File: src/pkg/mtw_defines.vh
// constants for the table walk status update block
// assumes inclusion by bare name from design files
`ifndef MTW_DEFINES_VH
`define MTW_DEFINES_VH
// upper descriptor kind field position and resident bit
`define MTW_UDK_LSB 0
`define MTW_UDK_RES_BIT 1
// page descriptor kind field
`define MTW_PDK_LSB 0
`define MTW_PDK_INVALID 2'h0
`define MTW_PDK_INDIRECT 2'h2
// flag bit positions in a descriptor
`define MTW_WP_BIT 2
`define MTW_USED_BIT 3
`define MTW_MOD_BIT 4
`define MTW_SUP_BIT 7
// address bits of table/page base
`define MTW_BASE_LSB 9
`define MTW_IDX_SHIFT 2
// transfer type results
`define MTW_TT_NORMAL 2'h0
`define MTW_TT_ALT 2'h2
// function codes that are rewritten, and the data codes they become
`define MTW_FC_UPROG 3'h2
`define MTW_FC_UDATA 3'h1
`define MTW_FC_SPROG 3'h6
`define MTW_FC_SDATA 3'h5
// cache treatment of walk accesses
`define MTW_CM_WT_NOALLOC 2'h0
`define MTW_CM_NONCACHE_PUSH 2'h3
`define MTW_LEVELS 3
`endif

File: src/design/mtw_walker.v
// Function
// - upper kind 0/1 means table absent
// - no translation gives access error on retry
// - invalid descriptor left untouched; only kind examined
// - upper write protect applies to all below
// - plain walk accesses write-through, no allocate
// - locked walk accesses noncachable, push line
// - lock asserted only for read-modify-write
// - set clear used flag of each descriptor
// - set modified only without protect or violation
// - flag updates finish before page access
// - table descriptor written only if used clear
// - read: locked update if used clear
// - unprotected write update by used/modified
// - protected write never sets modified
// - alternate space alternate_space_move bypass translation
// - function code 6 to 5, 2 to 1
// - fault frame records converted function code
// - transfer type 10 or 00 by code
// - upper kinds 00/01 absent, 10/11 resident; page kinds 00/10 absent
// - invalid descriptor makes nonresident cache entry
// - modified flag never cleared
//
// table walk engine with descriptor flag maintenance
// assumes a simple memory port: req, we, addr, data, ack
`timescale 1ns/1ps
`include "mtw_defines.vh"
module mtw_walker #(
    parameter LEVELS = `MTW_LEVELS
) (
    input wire core_clk,
    input wire arst_n,
    input wire clk_en,
    // walk request from the translation miss path
    input wire walk_req,
    input wire [31:0] walk_laddr,
    input wire walk_write,
    input wire walk_super,
    input wire [31:0] root_ptr,
    // alternate space move request
    input wire alt_space_move,
    input wire [2:0] alt_fc,
    input wire [31:0] alt_addr,
    // retry of the original access
    input wire retry,
    // memory port
    output reg mem_req_r,
    output reg mem_we_r,
    output reg [31:0] mem_addr_r,
    output reg [31:0] mem_wdata_r,
    output reg mem_lock_r,
    output reg [1:0] mem_cache_mode_r,
    output reg mem_push_inv_r,
    input wire mem_ack,
    input wire mem_berr,
    input wire [31:0] mem_rdata,
    // translation cache entry write
    output reg tc_wr_r,
    output reg [31:0] tc_laddr_r,
    output reg [31:0] tc_paddr_r,
    output reg tc_resident_r,
    output reg tc_wp_r,
    output reg tc_sup_r,
    output reg tc_mod_r,
    output reg walk_done_r,
    output reg access_err_r,
    // alternate space results
    output reg [31:0] phys_addr_r,
    output reg phys_valid_r,
    output reg [2:0] transfer_modifier_field_r,
    output reg [1:0] transfer_type_r
);
    // -----------------------------------------
    // states
    // -----------------------------------------
    localparam S_IDLE = 3'h0;
    localparam S_FETCH = 3'h1;
    localparam S_EVAL = 3'h2;
    localparam S_LRD = 3'h3;
    localparam S_WR = 3'h4;
    localparam S_DONE = 3'h5;
    localparam S_ALT = 3'h6;

    reg [2:0] state_r; // walk state
    reg [1:0] lvl_r; // current level, 0 is root
    reg [31:0] desc_r; // last fetched descriptor
    reg wp_acc_r; // accumulated write protect
    reg resident_r; // walk found a translation
    reg err_pend_r; // error waits for the retry
    reg locked_r; // current update uses lock
    reg [31:0] laddr_r;
    reg write_r;
    reg super_r;

    // -----------------------------------------
    // descriptor decode
    // -----------------------------------------
    wire last_lvl = (lvl_r == LEVELS - 1);
    wire [1:0] pkind = desc_r[`MTW_PDK_LSB +: 2];
    // only the kind field is examined for an invalid entry
    wire up_absent = !desc_r[`MTW_UDK_LSB + `MTW_UDK_RES_BIT];
    wire pg_absent = (pkind == `MTW_PDK_INVALID) || (pkind == `MTW_PDK_INDIRECT);
    wire absent = last_lvl ? pg_absent : up_absent;
    wire wp_path = wp_acc_r | desc_r[`MTW_WP_BIT];
    wire sup_v = last_lvl && desc_r[`MTW_SUP_BIT] && !super_r;
    // index slice per level: 7, 7, then 6 bits
    wire [6:0] idx = (lvl_r == 2'h0) ? laddr_r[31:25] :
        (lvl_r == 2'h1) ? laddr_r[24:18] : {1'b0, laddr_r[17:12]};
    wire [31:0] next_addr = {desc_r[31:`MTW_BASE_LSB], idx, 2'h0};

    wire upd_need;
    wire upd_lock;
    wire [31:0] upd_desc;
    mtw_desc_flags u_flags (
        .desc(desc_r),
        .is_page(last_lvl),
        .is_write(write_r),
        .wp_acc(wp_path),
        .sup_viol(sup_v),
        .need_upd(upd_need),
        .need_lock(upd_lock),
        .new_desc(upd_desc)
    );

    wire [2:0] fc_conv;
    wire [1:0] tt_conv;
    mtw_fc_convert u_fc (
        .core_clk(core_clk),
        .arst_n(arst_n),
        .clk_en(clk_en),
        .alt_fc(alt_fc),
        .fc_conv_r(fc_conv),
        .tt_r(tt_conv)
    );

    // -----------------------------------------
    // walk sequencer
    // -----------------------------------------
    // every output is registered here; a locked update holds the lock
    // from its read through the write so the arbiter cannot slip in
    always @(posedge core_clk or negedge arst_n) begin
        if (!arst_n) begin
            state_r <= S_IDLE;
            lvl_r <= 2'h0;
            desc_r <= 32'h0;
            wp_acc_r <= 1'b0;
            resident_r <= 1'b0;
            err_pend_r <= 1'b0;
            locked_r <= 1'b0;
            laddr_r <= 32'h0;
            write_r <= 1'b0;
            super_r <= 1'b0;
            mem_req_r <= 1'b0;
            mem_we_r <= 1'b0;
            mem_addr_r <= 32'h0;
            mem_wdata_r <= 32'h0;
            mem_lock_r <= 1'b0;
            mem_cache_mode_r <= 2'h0;
            mem_push_inv_r <= 1'b0;
            tc_wr_r <= 1'b0;
            tc_laddr_r <= 32'h0;
            tc_paddr_r <= 32'h0;
            tc_resident_r <= 1'b0;
            tc_wp_r <= 1'b0;
            tc_sup_r <= 1'b0;
            tc_mod_r <= 1'b0;
            walk_done_r <= 1'b0;
            access_err_r <= 1'b0;
            phys_addr_r <= 32'h0;
            phys_valid_r <= 1'b0;
            transfer_modifier_field_r <= 3'h0;
            transfer_type_r <= 2'h0;
        end else if (clk_en) begin
            // pulses default low
            tc_wr_r <= 1'b0;
            walk_done_r <= 1'b0;
            access_err_r <= 1'b0;
            phys_valid_r <= 1'b0;
            mem_push_inv_r <= 1'b0;
            // pending error is raised when the access is retried
            if (retry && err_pend_r) begin
                access_err_r <= 1'b1;
                err_pend_r <= 1'b0;
            end
            case (state_r)
                S_IDLE: begin
                    if (alt_space_move) begin
                        // no walk: the address is already physical
                        phys_addr_r <= alt_addr;
                        state_r <= S_ALT;
                    end else if (walk_req) begin
                        laddr_r <= walk_laddr;
                        write_r <= walk_write;
                        super_r <= walk_super;
                        wp_acc_r <= 1'b0;
                        lvl_r <= 2'h0;
                        mem_req_r <= 1'b1;
                        mem_we_r <= 1'b0;
                        mem_lock_r <= 1'b0;
                        mem_cache_mode_r <= `MTW_CM_WT_NOALLOC;
                        mem_addr_r <= {root_ptr[31:`MTW_BASE_LSB], walk_laddr[31:25], 2'h0};
                        state_r <= S_FETCH;
                    end
                end
                S_FETCH: begin
                    if (mem_ack || mem_berr) begin
                        mem_req_r <= 1'b0;
                        desc_r <= mem_rdata;
                        if (mem_berr) begin
                            resident_r <= 1'b0;
                            state_r <= S_DONE;
                        end else begin
                            state_r <= S_EVAL;
                        end
                    end
                end
                S_EVAL: begin
                    if (absent) begin
                        // nonresident entry, descriptor not rewritten
                        resident_r <= 1'b0;
                        state_r <= S_DONE;
                    end else begin
                        wp_acc_r <= wp_path;
                        resident_r <= 1'b1;
                        if (upd_need && upd_lock) begin
                            // repeat the read under lock, line pushed
                            mem_req_r <= 1'b1;
                            mem_we_r <= 1'b0;
                            mem_lock_r <= 1'b1;
                            mem_cache_mode_r <= `MTW_CM_NONCACHE_PUSH;
                            mem_push_inv_r <= 1'b1;
                            locked_r <= 1'b1;
                            state_r <= S_LRD;
                        end else if (upd_need) begin
                            // plain write cycle, no lock
                            mem_req_r <= 1'b1;
                            mem_we_r <= 1'b1;
                            mem_wdata_r <= upd_desc;
                            locked_r <= 1'b0;
                            state_r <= S_WR;
                        end else if (last_lvl) begin
                            state_r <= S_DONE;
                        end else begin
                            lvl_r <= lvl_r + 2'h1;
                            mem_req_r <= 1'b1;
                            mem_addr_r <= next_addr;
                            state_r <= S_FETCH;
                        end
                    end
                end
                S_LRD: begin
                    if (mem_ack) begin
                        // write follows at once with lock still held
                        desc_r <= mem_rdata;
                        mem_we_r <= 1'b1;
                        mem_wdata_r <= mem_rdata | (upd_desc & ~desc_r);
                        state_r <= S_WR;
                    end
                end
                S_WR: begin
                    if (mem_ack || mem_berr) begin
                        mem_req_r <= 1'b0;
                        mem_we_r <= 1'b0;
                        mem_lock_r <= 1'b0;
                        mem_cache_mode_r <= `MTW_CM_WT_NOALLOC;
                        locked_r <= 1'b0;
                        desc_r <= mem_wdata_r;
                        // page only released after its update is in memory
                        if (last_lvl || mem_berr) begin
                            resident_r <= !mem_berr;
                            state_r <= S_DONE;
                        end else begin
                            lvl_r <= lvl_r + 2'h1;
                            mem_req_r <= 1'b1;
                            mem_addr_r <= next_addr;
                            state_r <= S_FETCH;
                        end
                    end
                end
                S_DONE: begin
                    // load the translation cache entry
                    tc_wr_r <= 1'b1;
                    tc_laddr_r <= laddr_r;
                    tc_paddr_r <= {desc_r[31:12], laddr_r[11:0]};
                    tc_resident_r <= resident_r;
                    tc_wp_r <= wp_acc_r;
                    tc_sup_r <= desc_r[`MTW_SUP_BIT];
                    tc_mod_r <= desc_r[`MTW_MOD_BIT];
                    walk_done_r <= 1'b1;
                    err_pend_r <= !resident_r;
                    state_r <= S_IDLE;
                end
                S_ALT: begin
                    // converted code goes to the fault frame field
                    transfer_modifier_field_r <= fc_conv;
                    transfer_type_r <= tt_conv;
                    phys_valid_r <= 1'b1;
                    state_r <= S_IDLE;
                end
                default: begin
                    state_r <= S_IDLE;
                end
            endcase
        end
    end
endmodule

File: src/design/mtw_fc_convert.v
// alternate space function code conversion
// assumes synchronous inputs on core_clk
`timescale 1ns/1ps
`include "mtw_defines.vh"
module mtw_fc_convert (
    input wire core_clk,
    input wire arst_n,
    input wire clk_en,
    input wire [2:0] alt_fc,
    output reg [2:0] fc_conv_r,
    output reg [1:0] tt_r
);
    // -----------------------------------------
    // code rewrite and transfer type
    // -----------------------------------------
    reg [2:0] fc_nxt;
    reg [1:0] tt_nxt;
    // instruction spaces fold onto data spaces
    always @* begin
        fc_nxt = alt_fc;
        if (alt_fc == `MTW_FC_SPROG) begin
            fc_nxt = `MTW_FC_SDATA;
        end else if (alt_fc == `MTW_FC_UPROG) begin
            fc_nxt = `MTW_FC_UDATA;
        end
        // codes with equal low bits give the alternate type
        tt_nxt = (alt_fc[0] == alt_fc[1]) ? `MTW_TT_ALT : `MTW_TT_NORMAL;
    end
    // registered so outputs come from flops
    always @(posedge core_clk or negedge arst_n) begin
        if (!arst_n) begin
            fc_conv_r <= 3'h0;
            tt_r <= 2'h0;
        end else if (clk_en) begin
            fc_conv_r <= fc_nxt;
            tt_r <= tt_nxt;
        end
    end
endmodule

File: src/design/mtw_desc_flags.v
// decides the flag update for one fetched descriptor
// assumes the descriptor word is stable while eval is high
`timescale 1ns/1ps
`include "mtw_defines.vh"
module mtw_desc_flags (
    input wire [31:0] desc,
    input wire is_page,
    input wire is_write,
    input wire wp_acc,
    input wire sup_viol,
    output reg need_upd,
    output reg need_lock,
    output reg [31:0] new_desc
);
    // -----------------------------------------
    // update decision
    // -----------------------------------------
    reg used;
    reg modf;
    always @* begin
        used = desc[`MTW_USED_BIT];
        modf = desc[`MTW_MOD_BIT];
        need_upd = 1'b0;
        need_lock = 1'b0;
        new_desc = desc;
        new_desc[`MTW_USED_BIT] = 1'b1;
        if (!is_page) begin
            // table descriptor, plain write only when used clear
            need_upd = !used;
        end else if (!is_write || wp_acc || sup_viol) begin
            // read, or write that is protected: set used only
            need_upd = !used;
            need_lock = !used;
        end else begin
            // unprotected write; modified only set, never cleared
            new_desc[`MTW_MOD_BIT] = 1'b1;
            need_upd = !(used && modf);
            need_lock = !used && modf;
        end
    end
endmodule

File: config.mk
export PLATFORM = sky130hd
export DESIGN_NAME = mtw_walker
export DESIGN_NICKNAME = d
export VERILOG_FILES = /design/src/design/mtw_walker.v /design/src/design/mtw_fc_convert.v /design/src/design/mtw_desc_flags.v
export VERILOG_INCLUDE_DIRS = /design/src /design/src/pkg
export SDC_FILE = /design/constraint.sdc
export NUM_CORES = 1
export LEC_CHECK = 0
export BUFFER_PORTS_ARGS = -buffer_cell sky130_fd_sc_hd__clkbuf_2
export CAP_MARGIN = 20
export CORE_MARGIN = 4
export CORE_UTILIZATION = 53
export CTS_BUF_LIST = sky130_fd_sc_hd__clkbuf_4 sky130_fd_sc_hd__clkbuf_8 sky130_fd_sc_hd__clkbuf_16
export CTS_CLUSTER_DIAMETER = 80
export DETAILED_ROUTE_END_ITERATION = 7
export PLACE_DENSITY = 0.82
export REMOVE_ABC_BUFFERS = 1
export SKIP_CTS_REPAIR_TIMING = 1
export SLEW_MARGIN = 25
export SYNTH_ARGS = -nofsm -noshare
export SYNTH_HDL_FRONTEND = slang
export SYNTH_HIERARCHICAL = 1
export SYNTH_SLANG_ARGS = --single-unit
File: constraint.sdc
create_clock -name core_clk -period 2.75 [get_ports core_clk]
set_input_delay 0.275 -clock core_clk [delete_from_list [all_inputs] [get_ports core_clk]]
set_output_delay 0.275 -clock core_clk [all_outputs]
set_load 0.1 [all_outputs]
### Word-level counts from Yosys, hierarchy flattened

Index checks and enable logic that the tools add are counted.

* bits in registers: 257
* input bits: 141
* output and inout port bits: 179

* add/sub/neg operators: 1
* eq/ne operators: 29
* multiplexer cells: 91
* bitwise logic cells: 5
* reductions and logical operators: 43

Operators with widths (number)
* $mux W32: 15
* $pmux W32 S3: 2
* $pmux W32 S2: 1
* $mux W3: 13
* $mux W1: 38
* $and A32 B32 Y32: 1
* $not A32 Y32: 1
* $or A32 B32 Y32: 1
* $ne A2 B2 Y1 const B: 14
* $mux W2: 12
* $reduce_and A8 Y1: 2
* $pmux W3 S5: 1
* $reduce_and A5 Y1: 3
* $mux W7: 2
* $eq A3 B3 Y1 const B: 4
* $pmux W2 S3: 2
* $reduce_and A6 Y1: 2
* $reduce_and A10 Y1: 1
* $eq A3 B2 Y1 const B: 3
* $reduce_bool A3 Y1: 3
* $pmux W1 S4: 2
* $reduce_bool A4 Y1: 2
* $logic_not A1 Y1: 7
* $reduce_and A7 Y1: 1
* other kinds (19): 36

### Depth between registers and ports, before layout

* depth in word-level cells: 10
* depth in mapped cells: 11

### By module

Netlist, hierarchy kept.

By module, submodules not included
* mtw_walker: times used 1, cells each 778, area each 10742.8 µm², seq. area each 5905.7 µm²
* mtw_desc_flags: times used 1, cells each 37, area each 281.5 µm², seq. area each 0.0 µm²
* mtw_fc_convert: times used 1, cells each 16, area each 188.9 µm², seq. area each 100.1 µm²

### Worst setup path before layout

No wires, ideal clock.

* kind: reg-to-reg
* start point: register lvl_r[0]
* end point: register mem_addr_r[18]
* library setup time: 0.128 ns
* arrival: 2.230 ns
* data required time: 2.622 ns
* path slack: 0.391 ns
* stages on the path, launching flop included: 12
* path buffers: 1
* period minus slack after synthesis: 2.359 ns
* cell sequence: dfrtp_1 -> inv_1 -> ha_1 -> nand2_1 -> nor2_1 -> nand4bb_1 -> o21ai_1 -> or2_2 -> a21oi_1 -> nand3_1 -> buf_4 -> mux2_1

* cells in the longest elaborated chain, start to end: 9

Ends and longest elaborated chain
* from (decl): line mtw_walker.v:85 `reg [1:0] lvl_r;`
* from (signal assigned): line mtw_walker.v:244 `lvl_r <= lvl_r + 2'h1;`
* from (signal assigned): line mtw_walker.v:273 `lvl_r <= lvl_r + 2'h1;`
* $eq A2 B2 Y1 (*): line mtw_walker.v:98 `wire last_lvl = (lvl_r == LEVELS - 1);`
* $logic_and A1 B1 Y1 (*) (2 in series): line mtw_walker.v:105 `` wire sup_v = last_lvl && desc_r[`MTW_SUP_BIT] && !super_r; ``
* via sup_v: line mtw_walker.v:105
* $logic_or A1 B1 Y1 (*): line mtw_desc_flags.v:30 `end else if (!is_write || wp_acc || sup_viol) begin`
* $mux W1 (*): line mtw_desc_flags.v:30
* $mux W1 (*): line mtw_desc_flags.v:27 `if (!is_page) begin`
* via upd_need: line mtw_walker.v:111 `wire upd_need;`
* $logic_and A1 B1 Y1: line mtw_walker.v:225 `if (upd_need && upd_lock) begin`
* $ne A2 B2 Y1 (no source line)
* $reduce_and A10 Y1 (no source line) (*)
* to (signal assigned): line mtw_walker.v:201 `` mem_addr_r <= {root_ptr[31:`MTW_BASE_LSB], walk_laddr[31:25], 2'h0}; ``
* to (signal assigned): line mtw_walker.v:246 `mem_addr_r <= next_addr;`
* to (signal assigned): line mtw_walker.v:275 `mem_addr_r <= next_addr;`
* to (decl): line mtw_walker.v:49 `output reg [31:0] mem_addr_r,`

Mark *: on every way through the listed nets, which the timed path passes. The rest lies on a longest branch.
A chain may end at the register's enable or synchronous reset.

### Worst setup path after layout

* start point: register lvl_r[0]
* end point: register mem_addr_r[5]

Same word-level chain as after synthesis.

==> reports/qor.yml <==
status:
  outcome: "finished, final reports clean"
timing:
  final_max_slew_viol_count: 0
  tightest_slew_ps: 658.4
  whs_ps: 3.672
  slew_headroom_pct: 56.11
  setup_violations: 0
  post-route-period-util_pct: 93.07
  fin_crit_ps: 2559
  rsz0062_at_grt: "false"
  skew_ps: 10.98
  timing.setup.tns_ps: 0
  report.final.hold_viol_count: 0
  fin_ws_ps: 190.5
  fmax_ghz: 0.3907
min_path:
  hold_class: "in2reg"
  holdPathStages: 2
final_layout:
  final_layout_size_suffix_gt1_share_pct: 57.52
  area_growth_pct: 27.72
  fillers: 1418
  layoutNonFillerInstCount: 1448
  nets: 1305
floorplan:
  ioPinCount: 320
  rows: 52
  core_sq_um: 20490
  die_y_um: 153.5
  dieArea_sq_um: 23550
  initial_core_util_pct: 54.71
  fp.dieW_um: 153.5
worst_setup_path:
  critPathKind: "reg2reg"
  max_stage_delay_ps: 400
  critPathSlowestCell: "dfrtp_1"
  cp-start-kind: "flop"
  crit_arrival_ps: 2970
  r2r_cells: 11
  crit_path_end_kind: "flop"
  crit_chain: "inv_1 > ha_2 > nand2_1 > nor2_1 > nand4bb_1 > o21ai_2 > or2_2 > a21oi_1 > nand3_2 > buf_4 > mux2_2"
  required_ps: 3160
  rrSetupSlack_ps: 190
  crit_fanout: 20
routing:
  ant_nets: 0
  drt_iter0_drc: 338
  drt_first_pass_iters: 4
  vias: 7788
  routed_via_density: 5.378
  wl_per_cell_um: 19.39
  drc_errors: 0
  routed_wl_um: 28080
synthesis:
  ys_warn_count: 6
  synth_top_area_share_pct: 53.56
  yosys.area.top_type: "dfrtp_1"
  ys_async_sr_fraction_pct: 100.0
  synthCells: 831
  avgSynthCellArea_sq_um: 13.49
  synth_cell_type_count: 48
  ys_ff_latch: 240
  synth.cell_area_sq_um: 11210
  synth_seq_area_share_pct: 53.56
  yosys-top-cells-area: "dfrtp_1 54%, mux2_2 29%, buf_4 3.7%"
  ys.flop_type: "dfrtp_1"
  synth_edf_count: 0
place:
  hpwlAfterDp_um: 18470
  dpl.cell_count: 1336
  dp_worst_setup_slack_ps: 113.7
  io_buffers: 308
  place.gp.congestion: 0.8757
clocking:
  clockRootBuffer: "clkbuf_16"
  clkTransAtPathRegs_ps: 60
  cts_tree: "built"
  clk_path_buf_depth: 3
  h-tree-depth: 1
  cts.sinks: 240
  cts_buffers: 26
  clock_latency_ps: 520
global_routing:
  grt_pass1_wl_um: 42640
  antenna_found_initial: 1
  grt_use_total_pct: 22.08
  grt_pass1_vias: 7941
  grt_max_degree: 81
  overflow: 0
run:
  cap_violations: 0
[state kept, by name, summed over array words and instances, names as in the netlist, 2 cells and up]
| signal | flops |
|---|---|
| state_r | 3 |
| u_fc/fc_conv_r | 3 |
| transfer_type_r | 2 |
| mem_addr_r | 30 |
| mem_wdata_r | 32 |
| lvl_r | 2 |
| laddr_r | 32 |
| transfer_modifier_field_r | 3 |
| phys_addr_r | 32 |
| tc_laddr_r | 32 |
| desc_r | 32 |
| tc_paddr_r | 20 |
[cells in the final DEF (no fill, tap or decap), drive strengths merged, types with 2 or more instances in the layout]
master	instances
a21o	2
a21oi	8
a221o	2
a221oi	2
a22o	35
and3b	2
buf	22
bufinv	3
clkbuf	346
clkinv	4
conb	4
dfrtp	240
dlygate4sd3	64
ha	6
inv	15
mux2	288
mux2i	11
nand2	49
nand2b	6
nand3	6
nor2	8
nor2b	4
nor3	2
nor3b	4
o211ai	2
o21ai	20
o2bb2ai	2
or2	3
[cell type report]
cell class / count / area [sq um] / share of cell area (%)
inverters: 14 / 52.55 / 0.3669
diodes: 1 / 2.502 / 0.01747
repair buffers: 393 / 2437 / 17.02
clock inverters: 8 / 130.1 / 0.9086
multi-input cells: 483 / 4557 / 31.82
well taps: 270 / 337.8 / 2.359
clock buffers: 39 / 798.3 / 5.574
flip-flops and latches: 240 / 6006 / 41.94
[critical path, delay by kind of cell, from the launching register on]
family	cells	cell delay, ps
fa+ha+maj	1	240
buf+inv	2	400
mux	1	320
simple gates	5	810
compound gates	2	290
flops	1	400
[path summary, 6_finish.rpt]
kind,from,endpoint
max,lvl_r[0],mem_addr_r[5]
min,walk_laddr[31],laddr_r[31]
max reg2reg,lvl_r[0],mem_addr_r[5]
min reg2reg,mem_addr_r[18],mem_addr_r[18]
max in group asynchronous,arst_n,mem_wdata_r[24]
min in group asynchronous,arst_n,transfer_type_r[0]
[cell families (layout without fill, tap and decap cells)]
| family | count (synthesis) | count (layout) | share of synthesized area (%) |
|---|---|---|---|
| buf+inv | 109 | 454 | 6.037 |
| simple gates | 90 | 90 | 3.906 |
| fa+ha+maj | 6 | 6 | 0.6695 |
| xor+xnor | 1 | 1 | 0.07812 |
| flops | 240 | 240 | 53.56 |
| mux | 299 | 299 | 29.90 |
| other cells | 3 | 5 | 0.1004 |
| compound gates | 83 | 83 | 5.747 |
[synth_stat cells (2+ instances only)]
master / number
nor3_1: 2
o211ai_1: 2
a22o_1: 35
nand2b_1: 6
and3b_1: 2
o2bb2ai_1: 2
mux2_1: 2
mux2_2: 286
or2_2: 3
buf_6: 6
mux2i_1: 11
ha_1: 6
buf_2: 13
o21ai_0: 19
inv_1: 14
a21oi_1: 8
nor3b_1: 4
clkbuf_1: 14
nand2_1: 49
conb_1: 3
nor2b_1: 4
nor2_1: 8
buf_1: 7
a21o_1: 2
dfrtp_1: 240
a221o_1: 2
nand3_1: 6
buf_4: 55
[per-layer routing]
metal  vias up  routed length, um  global-route usage, %
li1       3560                  -                      -
met1      3916              10960                  27.90
met2       259              14560                  38.44
met3        53               1830                  5.655
met4         0                730                  5.088
met5         -                  0                      0
[stage by stage]
stage               util (%)  area [sq um]
global placement       62.18         12740
global route           69.88         14320
CTS                    66.71         13670
floorplan                  -         10590
detailed placement     62.18         12740
finish                 69.88         14320
Power is left out: the tool's default activity adds up to more than one toggle a clock period on the data nets, which glitch-free logic cannot reach.
